--- src/addr_mode_pkg.sv ---
// Package with constants and types for the switch-driven address mode selector.
package addr_mode_pkg;

  // ==========================================================================
  // Rotary codes that select a mode while the mode switch is on, and the static last byte at rotary zero.
  // ==========================================================================
  localparam logic [6:0] ROT_RESTORE = 7'h00; // Default-address restore code.
  localparam logic [6:0] ROT_DHCP = 7'h28; // Forty: DHCP addressing.
  localparam logic [6:0] ROT_PROG = 7'h32; // Fifty: tool programmed addressing.
  localparam logic [6:0] ROT_ONESHOT = 7'h3C; // Sixty: one-shot DHCP addressing.
  localparam logic [6:0] ROT_FACTORY = 7'h5A; // Ninety: factory reset.
  localparam logic [7:0] LAST_BYTE_ZERO_POS = 8'h64; // Hundred: last byte at rotary zero.

  // ==========================================================================
  // Default network settings loaded by the restore selection.
  // ==========================================================================
  localparam logic [31:0] DEF_IP = 32'hC0A801FE; // 192.168.1.254.
  localparam logic [31:0] DEF_MASK = 32'hFFFFFF00; // 255.255.255.0.
  localparam logic [31:0] DEF_GW = 32'hC0A80101; // 192.168.1.1.

  // ==========================================================================
  // Timing: settle time after reset before the switches are sampled.
  // ==========================================================================
  localparam int CLK_HZ = 20000000; // System clock rate.
  localparam int SETTLE_US = 10; // Switch settle time in microseconds.
  localparam int SETTLE_CYC = (SETTLE_US * (CLK_HZ / 1000000)); // Cycles to wait.

  // Addressing modes decoded from the switches.
  typedef enum logic [2:0] {
    MODE_RESTORE, MODE_DHCP, MODE_PROG, MODE_ONESHOT, MODE_FACTORY, MODE_STATIC, MODE_INVALID
  } addrMode_t;

  // Network settings carried together.
  typedef struct packed {
    logic [31:0] ip;
    logic [31:0] mask;
    logic [31:0] gw;
  } netCfg_t;

endpackage : addr_mode_pkg

--- src/switch_address_mode_select.sv ---
// Power-up decoder of rotary and DIP switches into an addressing mode and network settings.
// Contract
// - Restore code loads fixed default IP settings
// - Restore applies only after supply reset
// - Code forty selects DHCP addressing
// - Code fifty selects tool programmed addressing
// - Code sixty selects one-shot DHCP
// - Code ninety performs factory reset
// - Static mode: rotary sets last byte
// - Static zero gives last byte hundred
// - Last byte zero is never accepted
// - Static mode takes rest from storage, locked
// - Static address is never written to storage
// - New switches take effect after reset only
// - DHCP mode saves received address and mask
// - Other modes load settings from storage
// - Programming mode reads settings from storage
// - One-shot mode requests until address assigned
// - One-shot assignment is saved, client stops
// - Saved one-shot address stops further requests
// - Factory reset restores defaults, erases flash
module switch_address_mode_select
  import addr_mode_pkg::*;
#(
  parameter int SETTLE_CYCLES = SETTLE_CYC // Settle wait, shortenable in simulation.
) (
  input wire logic clk, // 20 MHz system clock.
  input wire logic rst, // Synchronous active-high supply reset.
  input wire logic [3:0] rotTens, // Tens rotary switch, asynchronous pin.
  input wire logic [3:0] rotUnits, // Units rotary switch, asynchronous pin.
  input wire logic [4:0] dipSw, // DIP switches 1..5, bit 4 is the mode switch.
  input wire netCfg_t storedCfg, // Settings held in non-volatile memory.
  input wire logic storedValid, // Storage holds an assigned address.
  input wire logic leaseValid, // DHCP client received an address.
  input wire netCfg_t leaseCfg, // Settings received from the server.
  input wire logic assignedValid, // Address assigned by any party in one-shot mode.
  input wire netCfg_t assignedCfg, // Settings assigned in one-shot mode.
  output addrMode_t addrMode, // Decoded addressing mode.
  output logic modeValid, // Mode and settings are valid.
  output netCfg_t activeCfg, // Network settings in use.
  output logic autoNeg, // Auto-negotiation enable.
  output logic cable_crossover_detect, // Crossover detection enable.
  output logic fast_startup_feature, // Fast startup enable.
  output logic cfgLocked, // Settings may not be changed by tools.
  output logic dhcpRequest, // DHCP client runs.
  output logic nvWrite, // One-cycle pulse that stores nvData.
  output netCfg_t nvData, // Settings to store.
  output logic factoryErase // Pulse that erases flash and restores defaults.
);

  // ==========================================================================
  // Pin synchronisers.
  // ==========================================================================
  logic [12:0] pinMeta_q; // First stage, read only by the second stage.
  logic [12:0] pinSync_q; // Second stage, safe for logic.
  logic [12:0] pinSync_d;

  // The switch pins cross into the clock domain through two flops.
  always_comb begin
    pinSync_d = pinMeta_q;
  end

  // Registers the synchroniser stages.
  always_ff @(posedge clk) begin
    pinMeta_q <= {rotTens, rotUnits, dipSw};
    pinSync_q <= pinSync_d;
  end

  // ==========================================================================
  // Decoding helpers.
  // ==========================================================================
  // Forms the rotary value from both decimal switches.
  function automatic logic [6:0] rotValue(input logic [3:0] tens, input logic [3:0] units);
    logic [6:0] t;
    t = {3'h0, tens};
    rotValue = 7'((t << 3) + (t << 1) + {3'h0, units});
  endfunction : rotValue

  // Maps switches onto a mode, looking only at the switches each mode needs.
  function automatic addrMode_t decodeMode(input logic [6:0] rot, input logic [4:0] dip);
    decodeMode = MODE_INVALID;
    if (dip[4]) begin
      case (rot)
        ROT_RESTORE: decodeMode = (dip[3:2] == 2'h0) ? MODE_RESTORE : MODE_INVALID;
        ROT_DHCP: decodeMode = MODE_DHCP;
        ROT_PROG: decodeMode = MODE_PROG;
        ROT_ONESHOT: decodeMode = MODE_ONESHOT;
        ROT_FACTORY: decodeMode = MODE_FACTORY;
        // Any other code with the mode switch on is left undefined.
        default: decodeMode = MODE_INVALID;
      endcase
    end else if (rot != 7'h00) begin
      decodeMode = MODE_STATIC;
    end else if (dip[3:2] == 2'h0) begin
      decodeMode = MODE_STATIC;
    end
    // DIP switches 1 and 2 are never looked at.
  endfunction : decodeMode

  // ==========================================================================
  // Power-up sequencer.
  // ==========================================================================
  typedef enum logic [1:0] {ST_SETTLE, ST_SAMPLE, ST_RUN} seqState_t;
  seqState_t state_q, state_d; // Sequencer state.
  logic [15:0] settle_q, settle_d; // Settle counter.
  logic [6:0] rot_q, rot_d; // Rotary value latched at power-up.
  logic [4:0] dip_q, dip_d; // DIP pattern latched at power-up.
  addrMode_t mode_q, mode_d; // Latched mode.
  netCfg_t cfg_q, cfg_d; // Active settings.
  logic saved_q, saved_d; // One-shot address saved, client halted.
  logic wr_q, wr_d; // Storage write pulse.
  netCfg_t nvd_q, nvd_d; // Storage write data.
  logic erase_q, erase_d; // Factory erase pulse.

  // Next-state logic: switches are read once, after reset, then frozen.
  always_comb begin
    state_d = state_q;
    settle_d = settle_q;
    rot_d = rot_q;
    dip_d = dip_q;
    mode_d = mode_q;
    cfg_d = cfg_q;
    saved_d = saved_q;
    wr_d = 1'b0;
    nvd_d = nvd_q;
    erase_d = 1'b0;
    case (state_q)
      ST_SETTLE: begin
        // Waits for the synchroniser and switch contacts to settle.
        if (settle_q >= 16'(SETTLE_CYCLES - 1)) begin
          state_d = ST_SAMPLE;
        end else begin
          settle_d = settle_q + 16'h1;
        end
      end
      ST_SAMPLE: begin
        // Single sample; later switch moves are ignored until reset.
        rot_d = rotValue(pinSync_q[12:9], pinSync_q[8:5]);
        dip_d = pinSync_q[4:0];
        mode_d = decodeMode(rot_d, dip_d);
        saved_d = storedValid;
        state_d = ST_RUN;
        case (mode_d)
          MODE_RESTORE: begin
            cfg_d = '{ip: DEF_IP, mask: DEF_MASK, gw: DEF_GW};
          end
          MODE_FACTORY: begin
            cfg_d = '{ip: DEF_IP, mask: DEF_MASK, gw: DEF_GW};
            erase_d = 1'b1;
          end
          MODE_STATIC: begin
            cfg_d = storedCfg;
            cfg_d.ip[7:0] = (rot_d == 7'h00) ? LAST_BYTE_ZERO_POS : {1'b0, rot_d};
          end
          default: begin
            cfg_d = storedCfg;
          end
        endcase
      end
      ST_RUN: begin
        // Only a DHCP lease or the first one-shot assignment updates the settings.
        if (mode_q == MODE_DHCP && leaseValid) begin
          cfg_d = leaseCfg;
          wr_d = 1'b1;
          nvd_d = leaseCfg;
        end else if (mode_q == MODE_ONESHOT && !saved_q && assignedValid) begin
          cfg_d = assignedCfg;
          saved_d = 1'b1;
          wr_d = 1'b1;
          nvd_d = assignedCfg;
        end
        // Static mode never asserts a write.
      end
      default: begin
        state_d = ST_SETTLE;
      end
    endcase
  end

  // Registers sequencer state; reset restarts the power-up sampling.
  always_ff @(posedge clk) begin
    if (rst) begin
      state_q <= ST_SETTLE;
      settle_q <= 16'h0;
      rot_q <= 7'h00;
      dip_q <= 5'h00;
      mode_q <= MODE_INVALID;
      cfg_q <= '0;
      saved_q <= 1'b0;
      wr_q <= 1'b0;
      nvd_q <= '0;
      erase_q <= 1'b0;
    end else begin
      state_q <= state_d;
      settle_q <= settle_d;
      rot_q <= rot_d;
      dip_q <= dip_d;
      mode_q <= mode_d;
      cfg_q <= cfg_d;
      saved_q <= saved_d;
      wr_q <= wr_d;
      nvd_q <= nvd_d;
      erase_q <= erase_d;
    end
  end

  // ==========================================================================
  // Outputs.
  // ==========================================================================
  logic running; // Sequencer has sampled the switches.
  assign running = (state_q == ST_RUN);
  assign addrMode = mode_q;
  assign modeValid = running && (mode_q != MODE_INVALID);
  assign activeCfg = cfg_q;
  assign autoNeg = running && (mode_q == MODE_RESTORE);
  assign cable_crossover_detect = running && (mode_q == MODE_RESTORE);
  assign fast_startup_feature = 1'b0;
  assign cfgLocked = running && (mode_q == MODE_STATIC);
  assign dhcpRequest = running && ((mode_q == MODE_DHCP) ||
                       (mode_q == MODE_ONESHOT && !saved_q));
  assign nvWrite = wr_q;
  assign nvData = nvd_q;
  assign factoryErase = erase_q;

  // ==========================================================================
  // Assertions.
  // ==========================================================================
  static_no_write_a: assert property (@(posedge clk) disable iff (rst)
    (mode_q == MODE_STATIC) |-> !nvWrite) else $error("Static mode wrote storage.");
  static_byte_nonzero_a: assert property (@(posedge clk) disable iff (rst)
    (running && mode_q == MODE_STATIC) |-> (cfg_q.ip[7:0] != 8'h00))
    else $error("Static last byte is zero.");
  restore_values_a: assert property (@(posedge clk) disable iff (rst)
    (running && mode_q == MODE_RESTORE) |-> (cfg_q.ip == DEF_IP && cfg_q.gw == DEF_GW && autoNeg))
    else $error("Restore defaults wrong.");
  mode_frozen_a: assert property (@(posedge clk) disable iff (rst)
    running |=> $stable(mode_q)) else $error("Mode changed without reset.");
  dhcp_save_a: assert property (@(posedge clk) disable iff (rst)
    (running && mode_q == MODE_DHCP && leaseValid) |=> (nvWrite && nvData == $past(leaseCfg)))
    else $error("DHCP lease not saved.");
  oneshot_stop_a: assert property (@(posedge clk) disable iff (rst)
    (running && mode_q == MODE_ONESHOT && !saved_q && assignedValid) |=> (nvWrite && !dhcpRequest))
    else $error("One-shot did not save and stop.");
  oneshot_saved_a: assert property (@(posedge clk) disable iff (rst)
    saved_q |-> !(dhcpRequest && mode_q == MODE_ONESHOT)) else $error("Requests after save.");
  factory_erase_a: assert property (@(posedge clk) disable iff (rst)
    (state_q == ST_SAMPLE && mode_d == MODE_FACTORY) |=> factoryErase)
    else $error("Factory erase missing.");
  fast_off_a: assert property (@(posedge clk) disable iff (rst)
    !fast_startup_feature) else $error("Fast startup enabled.");
  // Sampling happens once and leads straight to the run state.
  sample_once_a: assert property (@(posedge clk) disable iff (rst)
    (state_q == ST_SAMPLE) |=> (state_q == ST_RUN)) else $error("Sampling not single.");
  // The static last byte follows the rotary value, with zero mapped to one hundred.
  static_byte_a: assert property (@(posedge clk) disable iff (rst)
    (running && mode_q == MODE_STATIC) |->
    (cfg_q.ip[7:0] == ((rot_q == 7'h00) ? LAST_BYTE_ZERO_POS : {1'b0, rot_q})))
    else $error("Static last byte wrong.");
  // Static settings are locked and do not move while running.
  static_locked_a: assert property (@(posedge clk) disable iff (rst)
    (running && mode_q == MODE_STATIC) |=> (cfgLocked && $stable(cfg_q)))
    else $error("Static settings not locked.");
  // Restore only comes from rotary zero, mode switch on, switches 4 and 3 off.
  restore_gate_a: assert property (@(posedge clk) disable iff (rst)
    (running && mode_q == MODE_RESTORE) |-> (rot_q == ROT_RESTORE && dip_q[4:2] == 3'h4))
    else $error("Restore from wrong switches.");
  // DHCP, programming and one-shot modes start from the stored settings.
  stored_load_a: assert property (@(posedge clk) disable iff (rst)
    (state_q == ST_SAMPLE && (mode_d == MODE_DHCP || mode_d == MODE_PROG ||
    mode_d == MODE_ONESHOT)) |=> (activeCfg == $past(storedCfg)))
    else $error("Stored settings not loaded.");
  // One-shot mode keeps requesting until an address is saved.
  oneshot_req_a: assert property (@(posedge clk) disable iff (rst)
    (running && mode_q == MODE_ONESHOT && !saved_q) |-> dhcpRequest)
    else $error("One-shot request missing.");
  // Factory reset shows the default address and runs no client.
  factory_cfg_a: assert property (@(posedge clk) disable iff (rst)
    (running && mode_q == MODE_FACTORY) |-> (cfg_q.ip == DEF_IP && cfg_q.mask == DEF_MASK &&
    !dhcpRequest)) else $error("Factory settings wrong.");
  // The erase pulse comes only from the factory selection.
  erase_only_a: assert property (@(posedge clk) disable iff (rst)
    factoryErase |-> (mode_q == MODE_FACTORY)) else $error("Erase outside factory mode.");
  // Unlisted combinations run no client, write nothing and stay unlocked.
  invalid_quiet_a: assert property (@(posedge clk) disable iff (rst)
    (running && mode_q == MODE_INVALID) |-> (!dhcpRequest && !nvWrite && !cfgLocked))
    else $error("Invalid mode is active.");

  // ==========================================================================
  // Cover properties.
  // ==========================================================================
  cover_static_c: cover property (@(posedge clk) disable iff (rst) running && mode_q == MODE_STATIC);
  cover_oneshot_c: cover property (@(posedge clk) disable iff (rst)
    mode_q == MODE_ONESHOT && assignedValid && !saved_q && running);
  cover_factory_c: cover property (@(posedge clk) disable iff (rst) factoryErase);
  // Covers the lease path and the restore selection.
  cover_dhcp_c: cover property (@(posedge clk) disable iff (rst)
    running && mode_q == MODE_DHCP && leaseValid);
  cover_restore_c: cover property (@(posedge clk) disable iff (rst)
    running && mode_q == MODE_RESTORE);

endmodule : switch_address_mode_select

--- config.mk ---
export PLATFORM = sky130hd
export DESIGN_NAME = switch_address_mode_select
export DESIGN_NICKNAME = d
export VERILOG_FILES = /design/src/addr_mode_pkg.sv /design/src/switch_address_mode_select.sv
export SDC_FILE = /design/constraint.sdc
export NUM_CORES = 1
export LEC_CHECK = 0
export BUFFER_PORTS_ARGS = -buffer_cell sky130_fd_sc_hd__buf_2
export CORE_AREA = 4 4 196 198
export DETAILED_ROUTE_END_ITERATION = 8
export DIE_AREA = 0 0 200 202
export GPL_TIMING_DRIVEN = 0
export SLEW_MARGIN = 0
export SYNTH_ARGS = -nofsm -noshare
export SYNTH_HDL_FRONTEND = slang
export SYNTH_SLANG_ARGS = --single-unit
--- constraint.sdc ---
create_clock -name clk -period 3.1 [get_ports clk]
set_input_delay 0.62 -clock clk [delete_from_list [all_inputs] [get_ports clk]]
set_output_delay 0.62 -clock clk [all_outputs]
set_load 0.01 [all_outputs]
* Yosys cells after proc, flatten, opt, wreduce, memory -nomap -nowiden
Index checks and enable logic that the tools add are counted.
Storage, ports and cells: register bits 242, latch bits 0, memory bits (writable) 0, memory bits (read-only) 0, input port bits 306, output and inout bits 203, word-level logic and storage cells 81, memories kept 0
Cells by class: $add $sub $neg 3, multipliers 0, divide/modulo/power cells 0, order comparisons 1, eq/ne operators 16, shift operators 0, multiplexer cells 19, bitwise operators 3, reductions and logical operators 25
Operators by type and width (count):
- case mux 96 bit (2 select lines) | 2
- 2-to-1 mux 96 bit | 2
- == test 7 x 6 -> 1 bit, second input constant | 3
- adder 16 x 1 -> 16 bit, second input constant | 1
- greater-or-equal comparator 16 x 8 -> 1 bit, second input constant | 1
- case mux 3 bit (5 select lines) | 1
- == test 3 bit, second input constant | 3
- 2-to-1 mux 3 bit | 3
- AND reduction 2 bit | 4
- adder 7 x 4 -> 7 bit | 1
- adder 7 x 5 -> 7 bit | 1
- == test 7 bit, second input constant | 1
- logical AND 1 bit | 7
- zero test 7 bit | 1
- 2-to-1 mux 7 bit | 1
- nonzero test 7 bit | 1
- zero test 3 bit | 2
- 2-to-1 mux 2 bit | 3
- case mux 2 bit (3 select lines) | 1
- OR reduction 2 bit | 3
- 2-to-1 mux 1 bit | 5
- zero test 2 bit | 2
- inequality test 2 bit, second input constant | 2
- nonzero test 2 bit | 2
- 12 further kinds | 14

* Logic depth before layout (Yosys ltp)
Gate-level depths: netlist of run 1.
depth after elaboration 10, depth in mapped cells 12, depth with buffers taken out 10

* Least setup slack after synthesis of run 1
OpenSTA, ideal clock, no wires.
path kind reg-to-reg, start point register pinSync_q[8], end point register mode_q[1], in the netlist addrMode[1], setup time 0.122 ns, data arrival time 3.087 ns, data required time 2.978 ns, slack -0.109 ns, cell stages (with the launch flop) 11, buffers on the path 1, period minus slack after synthesis 3.209 ns, cell sequence dfxtp_1 > fa_1 > fa_1 > or3_1 > nor3_1 > o21ai_1 > o211ai_2 > and2_1 > buf_2 > nand2_1 > a311o_1
On the way: word-level cells in the longest chain between the ends 5, elaborated cells between the ends (all ways) 11, classes of those cells add/sub: 1; eq/ne: 4; mux: 4; reduce/logical: 2
RTL lines:
- start: declaration | line switch_address_mode_select.sv:55 | logic [12:0] pinSync_q;
- start signal: assignment | line switch_address_mode_select.sv:66 | pinSync_q <= pinSync_d;
- adder 7 x 4 -> 7 bit (*) | line switch_address_mode_select.sv:76 | rotValue = 7'((t << 3) + (t << 1) + {3'h0, units});
- == test 7 bit, or another cell as far along | line switch_address_mode_select.sv:83 | case (rot)
- case mux 3 bit (5 select lines) / 2-to-1 mux 2 bit (equally long branches) | line switch_address_mode_select.sv:83, switch_address_mode_select.sv:92
- 2-to-1 mux 3 bit (*) | line switch_address_mode_select.sv:82 | if (dip[4]) begin
- 2-to-1 mux 3 bit (*) | line switch_address_mode_select.sv:127 | case (state_q)
- end signal: assignment | line switch_address_mode_select.sv:198 | mode_q <= mode_d;
- end: declaration | line switch_address_mode_select.sv:108 | addrMode_t mode_q, mode_d;
Every way passes the cells marked *; elsewhere a longest branch is shown, timed or not. The select of a mux whose other input is x is not followed. A chain may end at the register's enable or synchronous reset.

* Worst setup path after layout of run 1
start point register pinSync_q[9], end point register cfg_q (netlist bit activeCfg[69])
On the way: word-level cells in the longest chain between the ends 10, elaborated cells between the ends (all ways) 19, classes of those cells add/sub: 2; eq/ne: 6; mux: 7; reduce/logical: 4
RTL lines:
- adder 7 x 5 -> 7 bit (*) | line switch_address_mode_select.sv:76
- adder 7 x 4 -> 7 bit (*) | line switch_address_mode_select.sv:76
- == test 7 bit, or another cell as far along | line switch_address_mode_select.sv:83
- case mux 3 bit (5 select lines) / 2-to-1 mux 2 bit (equally long branches) | line switch_address_mode_select.sv:83, switch_address_mode_select.sv:92
- 2-to-1 mux 3 bit | line switch_address_mode_select.sv:82
- 2-to-1 mux 3 bit | line switch_address_mode_select.sv:127
- == test 3 bit / zero test 3 bit (equally long branches) | line switch_address_mode_select.sv:143 | case (mode_d)
- OR reduction 2 bit (no source line)
- case mux 96 bit (2 select lines) (*) | line switch_address_mode_select.sv:143
- case mux 96 bit (2 select lines) (*) | line switch_address_mode_select.sv:127
- end signal: assignment | line switch_address_mode_select.sv:199 | cfg_q <= cfg_d;
- end: declaration | line switch_address_mode_select.sv:109 | netCfg_t cfg_q, cfg_d;
Marked as above.

==> results of run 1 <==
[power by group]
part | total (µW) | internal, µW | switching [µW] | leakage, µW
Sequential | 3650 | 3430 | 225 | 0.00193
Combinational | 2790 | 1170 | 1620 | 0.00430
Clock | 3460 | 2070 | 1390 | 0.000465
[worst max-delay path, delay by kind of cell (launching register included)]
family,cells,cell delay [ns]
flops,1,0.34
simple gates,3,0.82
compound gates,4,0.67
fa+ha+maj,2,1.05
buf+inv,2,0.33
[cells in the final DEF (no fill, tap or decap), types with 3 or more instances in the layout]
cell type and instances:
sky130_fd_sc_hd__nor2_4 3, sky130_fd_sc_hd__xnor2_1 3, sky130_fd_sc_hd__nor3_1 7, sky130_fd_sc_hd__clkbuf_16 33
sky130_fd_sc_hd__nor2_1 117, sky130_fd_sc_hd__a311oi_1 9, sky130_fd_sc_hd__nand2b_1 3, sky130_fd_sc_hd__ha_1 9
sky130_fd_sc_hd__buf_2 515, sky130_fd_sc_hd__nand2_1 84, sky130_fd_sc_hd__a211oi_1 98, sky130_fd_sc_hd__mux2i_1 95
sky130_fd_sc_hd__o21ai_1 62, sky130_fd_sc_hd__a2111o_1 3, sky130_fd_sc_hd__bufinv_16 5, sky130_fd_sc_hd__a21oi_2 11
sky130_fd_sc_hd__inv_1 9, sky130_fd_sc_hd__o21ai_0 97, sky130_fd_sc_hd__clkinv_2 7, sky130_fd_sc_hd__buf_8 11
sky130_fd_sc_hd__buf_4 22, sky130_fd_sc_hd__dfxtp_1 236, sky130_fd_sc_hd__clkbuf_2 10, sky130_fd_sc_hd__a311oi_2 28
sky130_fd_sc_hd__buf_6 15, sky130_fd_sc_hd__o21ai_4 15, sky130_fd_sc_hd__nand3_1 4, sky130_fd_sc_hd__and3_1 5
sky130_fd_sc_hd__o21a_1 51, sky130_fd_sc_hd__buf_12 11, sky130_fd_sc_hd__o21ai_2 13, sky130_fd_sc_hd__xor2_1 5
sky130_fd_sc_hd__a21oi_1 55, sky130_fd_sc_hd__clkbuf_1 71, sky130_fd_sc_hd__nor2b_1 10, sky130_fd_sc_hd__nand4_1 5
[cells by family (layout without fill, tap and decap cells)]
group / count (synthesis) / in the layout / share of synthesized area
compound gates: 475 / 475 / 0.284
xor+xnor: 9 / 9 / 0.00736
fa+ha+maj: 14 / 14 / 0.0178
buf+inv: 128 / 721 / 0.0532
flops: 238 / 238 / 0.445
mux: 96 / 96 / 0.0897
other cells: 1 / 3 / 0.000350
simple gates: 259 / 260 / 0.103
[registers in the layout, indices dropped and copies added, names as in the netlist]
name          cells
pinMeta_q        11
state_q           2
addrMode          3
nvData           96
saved_q           1
activeCfg        96
pinSync_q        11
nvWrite           1
settle_q         16
factoryErase      1
[synth_stat cells (5+ instances only)]
master	number
sky130_fd_sc_hd__nor2b_1	10
sky130_fd_sc_hd__a211oi_1	99
sky130_fd_sc_hd__a311oi_1	39
sky130_fd_sc_hd__and3_1	5
sky130_fd_sc_hd__ha_1	12
sky130_fd_sc_hd__dfxtp_1	238
sky130_fd_sc_hd__o21a_1	51
sky130_fd_sc_hd__inv_1	9
sky130_fd_sc_hd__xor2_1	6
sky130_fd_sc_hd__nand3_1	5
sky130_fd_sc_hd__clkbuf_1	87
sky130_fd_sc_hd__buf_2	17
sky130_fd_sc_hd__mux2i_1	96
sky130_fd_sc_hd__o21ai_0	98
sky130_fd_sc_hd__a21oi_1	66
sky130_fd_sc_hd__nor2_1	121
sky130_fd_sc_hd__nor3_1	8
sky130_fd_sc_hd__buf_6	7
sky130_fd_sc_hd__o21ai_1	89
sky130_fd_sc_hd__nand4_1	5
sky130_fd_sc_hd__nand2_1	86
[path summary, 6_finish.rpt]
kind,start,to,slack [ns],cells after the start
worst max-delay path,pinSync_q[9],activeCfg[69],-0.21,11
worst min-delay path,rotUnits[2],pinMeta_q[7],0.18,1
worst max register to register,pinSync_q[9],activeCfg[69],-0.21,11
worst min register to register,pinMeta_q[10],pinSync_q[10],0.32,0
[per-layer routing]
metal	routed length, µm	GRT usage
met1	21000	0.282
met2	26300	0.423
met3	4230	0.0642
met4	2310	0.0934
met5	53	0
[timing repair]
action,CTS,global route
pin swaps,27,72
buffers inserted,21,12
gates cloned,4,6
setup endpoints to repair,200,180
gates resized for setup,119,116
[through the flow]
step	hold WS [ns]	area [µm²]	cells	worst slack [ns]	TNS, ns
6_report	0.184	16200	2284	-0.207	-9.80
5_1_grt	0.159	16200	2284	-0.282	-19.89
4_1_cts	0.152	15500	2265	-0.223	-10.58
3_5_place_dp	0.312	13800	2192	-0.975	-79.85
3_3_place_gp	0.313	13800	2192	-0.957	-75.60
2_1_floorplan	0.310	10700	1220	-0.00678	-0.00678
[cell type report]
cell class / count / share of cell area
Multi-Input combinational cell: 855 / 0.375
Sequential cell: 238 / 0.293
Timing Repair Buffer: 545 / 0.187
Buffer: 118 / 0.0477
Clock buffer: 31 / 0.0437
Tap cell: 468 / 0.0360
Clock inverter: 18 / 0.0145
Inverter: 9 / 0.00208
Antenna cell: 2 / 0.000308
==> metrics.csv, run 1 <==
stage,metric,value,unit
yosys,net count after synthesis,1540,
critical_path,dominant cell type by count on the critical path,sky130_fd_sc_hd__fa_2,
timing,part of the cycle the worst path needs,1.07,
final_layout,share of final-layout standard cells stronger than drive strength 1,0.413,
timing,minimum clock period,3.31,ns
drt,via-per-instance ratio,5.22,
drt,Detail Route Antenna Nets,0,
global_routing,initial antenna violation count,6,
drt,Starting DRT DRC Count,610,
timing,final setup skew,0.0146,ns
final_layout,area of the multi-input gates,6090,µm²
yosys,largest area contributor in the synthesized netlist,sky130_fd_sc_hd__dfxtp_1,
final_layout,filler cell count,3619,
cts,CTS tree,built,
critical_path,critical-path cell with the highest stage delay,sky130_fd_sc_hd__fa_2,
critical_path,cell breakdown of the critical path,"fa_2, fa_2, or3_4, nor3_4, o21ai_2, o211ai_2, buf_4, a31oi_4, buf_12, or2_4, a311oi_1",
timing,highest clock rate,0.302,GHz
critical_path,critical path data required time,3.55,ns
cts,maximum clock insertion buffer count,3,
global_routing,first-pass GRT wire length,74300,µm
final_layout,post-synthesis to final-layout area growth,51.7,%
critical_path,Worst setup SP type,register,
yosys,main area contributors after synthesis,"sky130_fd_sc_hd__dfxtp_1, sky130_fd_sc_hd__mux2i_1, sky130_fd_sc_hd__a211oi_1",
drt,routed wire length,53900,µm
critical_path,critical path arrival,3.76,ns
yosys,number of distinct standard cells referenced by the synthesized netlist,59,
critical_path,CP Capture Type,register,
power,Lkg Pwr,0.00669,µW
yosys,area share of the largest cell type after synthesis,0.445,
global_routing,Overflow after GRT,0,
run_status,violations in the final reports,setup timing,
cts,clock latency on the worst-skew pair,0.54,ns
floorplan,number of rows created at floorplan,70,
critical_path,critical setup path kind,reg2reg,
cts,count of hold-fix buffers inserted at cts,0,
yosys,Synth Warn #,0,
cts,CTS clock-pin slew for the worst setup and hold paths,0.07,ns
drt,detailed-route wire length per cell,23.6,µm
power,highest ir drop seen on vdd,0.353,mV
timing,least setup slack across all paths after layout,-0.207,ns
timing,setup repair after global routing missed its margin,true,
global_routing,maximum number of pins on one net before global-route repair,15,
place,gpl congestion,0.891,
floorplan,Initial Utilization,0.293,
yosys,number of enable-type register cells in the synthesized netlist,0,
yosys,cell area after synthesis,10700,µm²
global_routing,Overall Global Routing Usage,0.243,
drt,first-pass iteration count of the detailed router,5,
final_layout,final-stage net count,2114,
yosys,average cell area after synthesis,8.78,µm²
timing,tightest slew margin relative to the limit,0.393,
power,overall power consumption,9900,µW
floorplan,horizontal die dimension,200,µm
drt,count of unresolved DRC violations after routing,0,
floorplan,I/O pins,509,
power,power density over the cells,609,nW/µm²
cts,sinks on the clock net,238,
final_layout,flip-flop and latch area,4770,µm²
yosys,post-synthesis sequential area ratio,0.445,
yosys,share of synthesized flip-flops with an asynchronous set or reset,0,
run_status,run status,"finished, violations left",
place,number of I/O port buffers,504,
critical_path,maximum net fanout on the critical path,8,
timing,number of failing hold endpoints at the final stage,0,
cts,CTS root buf,sky130_fd_sc_hd__clkbuf_16,
yosys,cells after synthesis,1220,
critical_path,longest individual stage delay on the worst path,0.60,ns
drt,via count,11900,
min_path,HP Class,in2reg,
timing,total of endpoints with negative setup slack in the final report,93,
floorplan,die area,40400,µm²
floorplan,die span in y,202,µm
cts,count of H-tree levels built during CTS,1,
floorplan,Core Footprint,36500,µm²
place,detailed-placement wirelength estimate,41200,µm
global_routing,number of global-route vias before repair,11800,
cts,clock buffer count from CTS,27,
yosys,Synth Flop Type,sky130_fd_sc_hd__dfxtp_1,
yosys,number of register bits inferred by synthesis,238,
timing,final max-slew violation count,0,
timing,actual slew at the worst max-slew pin,0.910,ns
run,Max Cap Violations,0,
final_layout,Final Core Density,0.445,
No activity file was read; power rests on OpenSTA's default activity.
==> inputs of run 2 (changes only) <==
--- a/config.mk
+++ b/config.mk
@@ -5,10 +5,10 @@
 export SDC_FILE = /design/constraint.sdc
 export NUM_CORES = 1
 export LEC_CHECK = 0
-export BUFFER_PORTS_ARGS = -buffer_cell sky130_fd_sc_hd__buf_2
-export CORE_AREA = 4 4 196 198
+export CORE_AREA = 4 4 193 195
 export DETAILED_ROUTE_END_ITERATION = 8
-export DIE_AREA = 0 0 200 202
+export DIE_AREA = 0 0 197 199
+export DONT_BUFFER_PORTS = 1
 export GPL_TIMING_DRIVEN = 0
 export SLEW_MARGIN = 0
 export SYNTH_ARGS = -nofsm -noshare
==> run 2 against run 1 <==
The flow still finishes with violations (setup timing). Maximum frequency decreased by 0.53%. Critical path depth up 1. Die area decreased by 3.0%. Total power fell by 5.2%. Highest routed layer is now met4.
==> metrics.csv, run 2 (synthesized netlist as in run 1, its figures left out) <==
stage,metric,value,unit
cts,count of H-tree levels built during CTS,1,
power,power density over the cells,688,nW/µm²
drt,Starting DRT DRC Count,550,
cts,CTS clock-pin slew for the worst setup and hold paths,0.07,ns
floorplan,I/O pins,509,
global_routing,met1 layer usage reported by global route,0.280,
timing,setup repair after global routing missed its margin,true,
timing,actual slew at the worst max-slew pin,0.998,ns
global_routing,met2 layer usage reported by global route,0.417,
global_routing,Overall Global Routing Usage,0.242,
global_routing,maximum number of pins on one net before global-route repair,15,
drt,first-pass iteration count of the detailed router,5,
place,detailed-placement wirelength estimate,38800,µm
final_layout,filler cell count,3534,
timing,final max-slew violation count,0,
power,Lkg Pwr,0.00431,µW
drt,Detail Route Antenna Nets,0,
critical_path,Worst setup SP type,register,
floorplan,die span in y,199,µm
place,dpl ws,-1.15,ns
power,overall power consumption,9380,µW
timing,highest clock rate,0.301,GHz
cts,CTS root buf,sky130_fd_sc_hd__clkbuf_16,
timing,final setup skew,0.0230,ns
run,Max Cap Violations,0,
final_layout,Final Core Density,0.385,
global_routing,highest-utilization routing layer at the global route stage,met2,
global_routing,global routing usage on met3,0.0747,
timing,minimum clock period,3.32,ns
drt,via count,10200,
final_layout,post-synthesis to final-layout area growth,27.4,%
drt,count of unresolved DRC violations after routing,0,
critical_path,critical setup path kind,reg2reg,
final_layout,flip-flop and latch area,4770,µm²
final_layout,final-stage net count,1602,
critical_path,maximum net fanout on the critical path,10,
min_path,HP Class,in2reg,
drt,via-per-instance ratio,5.78,
power,highest ir drop seen on vdd,0.592,mV
final_layout,"commonest non-fill, non-tap cell in the layout",sky130_fd_sc_hd__dfxtp_1,
drt,detailed-route wire length per cell,29.2,µm
timing,least setup slack across all paths after layout,-0.224,ns
timing,number of failing hold endpoints at the final stage,0,
cts,clock buffer count from CTS,28,
floorplan,horizontal die dimension,197,µm
final_layout,"leading cell types in the layout, fill and taps excluded","sky130_fd_sc_hd__dfxtp_1, sky130_fd_sc_hd__nor2_1, sky130_fd_sc_hd__o21ai_0, sky130_fd_sc_hd__a211oi_1, sky130_fd_sc_hd__mux2i_1",
run_status,run status,"finished, violations left",
drt,routed wire length,51600,µm
floorplan,number of rows created at floorplan,69,
timing,part of the cycle the worst path needs,1.07,
cts,maximum clock insertion buffer count,3,
final_layout,area of the multi-input gates,6200,µm²
global_routing,first-pass GRT wire length,70300,µm
critical_path,CP Capture Type,register,
floorplan,Initial Utilization,0.303,
floorplan,die area,39200,µm²
place,gpl congestion,0.907,
critical_path,critical path data required time,3.60,ns
floorplan,Core Footprint,35400,µm²
timing,total of endpoints with negative setup slack in the final report,99,
final_layout,share of final-layout standard cells stronger than drive strength 1,0.217,
cts,count of hold-fix buffers inserted at cts,0,
global_routing,initial antenna violation count,2,
critical_path,critical path arrival,3.82,ns
global_routing,number of global-route vias before repair,10300,
place,number of I/O port buffers,0,
run_status,violations in the final reports,setup timing,
global_routing,Overflow after GRT,0,
cts,clock latency on the worst-skew pair,0.57,ns
timing,tightest slew margin relative to the limit,0.335,
cts,sinks on the clock net,238,
cts,CTS tree,built,
==> run 2: cell types whose count changed in the layout (fill, tap and decap cells not counted), sizes merged <==
cell	delta
bufinv	-3
clkbuf	+1
buf	-510
inv	+2
clkinv	+2
clkinvlp	-1
nor2	-1
==> run 2: path summary, 6_finish.rpt <==
path	startpoint	endpoint	slack, ns	cells past startpoint
hold / removal	rotTens[0]	pinMeta_q[9]	0.07	0
setup / recovery	pinSync_q[9]	activeCfg[34]	-0.22	12
setup reg to reg	pinSync_q[9]	activeCfg[34]	-0.22	12
hold reg to reg	pinMeta_q[7]	pinSync_q[7]	0.33	0
==> run 2: power breakdown <==
| part | switching, µW | leakage (µW) | internal [µW] |
|---|---|---|---|
| sequential | 480 | 0.00193 | 3430 |
| clock | 1440 | 0.000466 | 1920 |
| combinational | 1250 | 0.00191 | 859 |
| total | 3170 | 0.00431 | 6210 |
==> run 2: repair_timing <==
action,4_1_cts,5_1_grt
buffers inserted,27,3
pin swaps,64,39
gates cloned,7,1
gates resized for setup,186,85
endpoints found under the hold margin,0,0
endpoints found under the setup margin,201,181
==> run 2: layout make-up <==
cell class / instances / share of cell area
diodes: 2 / 0.000367
clock buffers: 34 / 0.0552
inverters: 9 / 0.00248
multi-input cells: 854 / 0.454
clock inverters: 18 / 0.0132
well taps: 461 / 0.0423
flip-flops and latches: 238 / 0.349
plain buffers: 117 / 0.0528
repair buffers: 34 / 0.0299
==> run 2: through the flow <==
| step | hold slack, ns | cell area [µm²] | setup TNS (ns) | std cells |
|---|---|---|---|---|
| after CTS | 0.0340 | 13400 | -14.37 | 1766 |
| final | 0.0727 | 13600 | -14.63 | 1767 |
| after detailed placement | 0.312 | 11300 | -104.95 | 1681 |
| after global placement | 0.312 | 11300 | -99.43 | 1681 |
| after global routing | 0.0388 | 13600 | -22.10 | 1766 |
| after floorplan | 0.310 | 10700 | -0.00678 | 1220 |
==> run 2: per-layer routing <==
metal | vias to the layer above | wire length, µm
met4 | 0 | 2630
met3 | 128 | 4650
met2 | 596 | 24800
li1 | 4590 | -
met1 | 4903 | 19500
met5 | - | 0
==> run 2: worst max-delay path, cell delays in order, from the launching register on <==
cell and delay, ns:
sky130_fd_sc_hd__dfxtp_2 0.33, sky130_fd_sc_hd__fa_2 0.60, sky130_fd_sc_hd__ha_1 0.24, sky130_fd_sc_hd__and3_1 0.21, sky130_fd_sc_hd__o21ai_2 0.22, sky130_fd_sc_hd__nand2_1 0.12, sky130_fd_sc_hd__buf_4 0.19, sky130_fd_sc_hd__or4_4 0.55
sky130_fd_sc_hd__a31oi_4 0.23, sky130_fd_sc_hd__buf_8 0.19, sky130_fd_sc_hd__buf_8 0.15, sky130_fd_sc_hd__o21ai_2 0.09, sky130_fd_sc_hd__a21oi_2 0.14
==> inputs of run 3 (changes only) <==
--- a/config.mk
+++ b/config.mk
@@ -10,6 +10,7 @@
 export DIE_AREA = 0 0 197 199
 export DONT_BUFFER_PORTS = 1
 export GPL_TIMING_DRIVEN = 0
+export PLACE_DENSITY_LB_ADDON = 0.2
 export SLEW_MARGIN = 0
 export SYNTH_ARGS = -nofsm -noshare
 export SYNTH_HDL_FRONTEND = slang
==> constraint.sdc (replaced) <==
create_clock -name clk -period 4.29 [get_ports clk]
set_input_delay 0.858 -clock clk [delete_from_list [all_inputs] [get_ports clk]]
set_output_delay 0.858 -clock clk [all_outputs]
set_load 0.01 [all_outputs]
==> run 3 against run 2 <==
The flow now finishes without violations. Worst hold slack improved by 0.25 ns. Global-route usage down 0.75 points. Via count is 5.0% lower. Combinational power fell by 47%. Critical path depth shrank 5.
==> metrics.csv, run 3 (synthesized netlist as in run 1, its figures left out) <==
stage,metric,value,unit
run_status,run status,completed,
final_layout,post-synthesis to final-layout area growth,15.1,%
place,detailed-placement wirelength estimate,39500,µm
cts,clock latency on the worst-skew pair,0.56,ns
min_path,HP Class,in2reg,
global_routing,first-pass GRT wire length,68200,µm
critical_path,CP Capture Type,output port,
timing,final setup skew,0.0205,ns
drt,Detail Route Antenna Nets,0,
critical_path,critical path arrival,3.11,ns
cts,CTS tree,built,
drt,via-per-instance ratio,5.59,
drt,count of unresolved DRC violations after routing,0,
final_layout,share of final-layout standard cells stronger than drive strength 1,0.0676,
floorplan,number of rows created at floorplan,69,
power,power density over the cells,535,nW/µm²
global_routing,number of global-route vias before repair,9492,
critical_path,critical-path cell with the highest stage delay,sky130_fd_sc_hd__nor4_1,
cts,CTS clock-pin slew for the worst setup and hold paths,0.06,ns
final_layout,flip-flop and latch area,4760,µm²
final_layout,post-route insts no fill,1737,
timing,number of failing hold endpoints at the final stage,0,
floorplan,die span in y,199,µm
timing,tightest slew margin relative to the limit,0.361,
global_routing,initial antenna violation count,7,
timing,sum of negative setup slack,0,ns
timing,actual slew at the worst max-slew pin,0.959,ns
critical_path,Worst setup SP type,register,
cts,sinks on the clock net,238,
critical_path,cell breakdown of the critical path,"inv_1, ha_1, clkbuf_1, inv_1, clkbuf_1, nor4_1, buf_4",
drt,Starting DRT DRC Count,394,
timing,highest clock rate,0.252,GHz
drt,via count,9710,
power,highest ir drop seen on vdd,0.322,mV
critical_path,register-to-register setup slack,0.35,ns
timing,least setup slack across all paths after layout,0.322,ns
place,number of I/O port buffers,0,
cts,count of H-tree levels built during CTS,1,
cts,total setup buffers inserted after CTS,0,
final_layout,"commonest non-fill, non-tap cell in the layout",sky130_fd_sc_hd__dfxtp_1,
floorplan,horizontal die dimension,197,µm
timing,part of the cycle the worst path needs,0.925,
place,dpl ws,0.364,ns
drt,detailed-route wire length per cell,28.5,µm
timing,tightest hold margin,0.324,ns
drt,first-pass iteration count of the detailed router,6,
global_routing,maximum number of pins on one net before global-route repair,14,
timing,minimum clock period,3.97,ns
timing,setup repair after global routing missed its margin,false,
critical_path,maximum net fanout on the critical path,10,
critical_path,Buf/Inv on CP,5,
critical_path,longest individual stage delay on the worst path,0.57,ns
floorplan,I/O pins,509,
cts,post-cts gate resize count,0,
drt,routed wire length,49500,µm
run,Max Cap Violations,0,
critical_path,critical setup path kind,reg2out,
place,gpl congestion,0.883,
final_layout,Final Core Density,0.348,
final_layout,filler cell count,3719,
power,Lkg Pwr,0.00389,µW
final_layout,"leading cell types in the layout, fill and taps excluded","sky130_fd_sc_hd__dfxtp_1, sky130_fd_sc_hd__nor2_1, sky130_fd_sc_hd__a211oi_1, sky130_fd_sc_hd__o21ai_0, sky130_fd_sc_hd__mux2i_1",
timing,final max-slew violation count,0,
critical_path,critical path data required time,3.43,ns
floorplan,Initial Utilization,0.303,
floorplan,Core Footprint,35400,µm²
final_layout,area of the multi-input gates,5380,µm²
floorplan,die area,39200,µm²
global_routing,Overall Global Routing Usage,0.235,
cts,count of hold-fix buffers inserted at cts,0,
place,Post-Place Cells,1681,
global_routing,Overflow after GRT,0,
cts,clock buffer count from CTS,28,
final_layout,final-stage net count,1570,
cts,CTS root buf,sky130_fd_sc_hd__clkbuf_16,
cts,maximum clock insertion buffer count,3,
critical_path,Worst path top cell family by delay,buffers and inverters,
timing,total of endpoints with negative setup slack in the final report,0,
run 3: changes by cell type in the layout (fill, tap and decap cells not counted), moves of 19 or more:
cell / before / now
sky130_fd_sc_hd__clkbuf_1: 68 / 88
sky130_fd_sc_hd__a311oi_1: 8 / 39
sky130_fd_sc_hd__a311oi_2: 30 / 0
sky130_fd_sc_hd__o21ai_1: 38 / 89
sky130_fd_sc_hd__buf_4: 23 / 4
sky130_fd_sc_hd__a21oi_2: 28 / 0
sky130_fd_sc_hd__o21ai_2: 37 / 0
sky130_fd_sc_hd__a21oi_1: 38 / 66
run 3: stage by stage:
| step | area, µm² | total power (µW) |
|---|---|---|
| 2_1_floorplan | 10700 | 3550 |
| 3_3_place_gp | 11300 | 3990 |
| 3_5_place_dp | 11300 | 3990 |
| 4_1_cts | 12300 | 6650 |
| 5_1_grt | 12300 | 6880 |
| 6_report | 12300 | 6600 |
run 3: per-layer routing:
metal  GRT usage  wire, µm
met1       0.279     19200
met3      0.0642      4340
met2       0.415     24700
met5           0         7
met4      0.0716      1240
run 3: area by class of cell:
cell class	count	area share
multi-input cells	854	0.436
flip-flops and latches	238	0.387
clock buffers	36	0.0659
well taps	461	0.0468
plain buffers	119	0.0434
clock inverters	16	0.0175
inverters	9	0.00274
diodes	4	0.000812
run 3: worst reg2reg max path: cells and delay by family, from the launching register on:
family / cells / cell delay [ns]
buffers and inverters: 2 / 0.67
AOI/OAI and AO/OA: 3 / 0.83
DFF: 1 / 0.32
adders and majority gates: 2 / 1.17
and+or+nand+nor: 3 / 0.81
run 3: final timing paths:
kind | startpoint | endpoint | depth (start not counted)
hold / removal | rotUnits[3] | pinMeta_q[8] | 0
hold reg to reg | pinMeta_q[10] | pinSync_q[10] | 0
setup / recovery | state_q[0] | cable_crossover_detect | 7
setup reg to reg | pinSync_q[8] | factoryErase | 10
run 3: power by group:
| group | total [µW] | internal, µW | switching, µW |
|---|---|---|---|
| Clock | 2650 | 1640 | 1010 |
| Sequential | 2840 | 2480 | 367 |
| Combinational | 1110 | 401 | 706 |
| Total | 6600 | 4510 | 2090 |
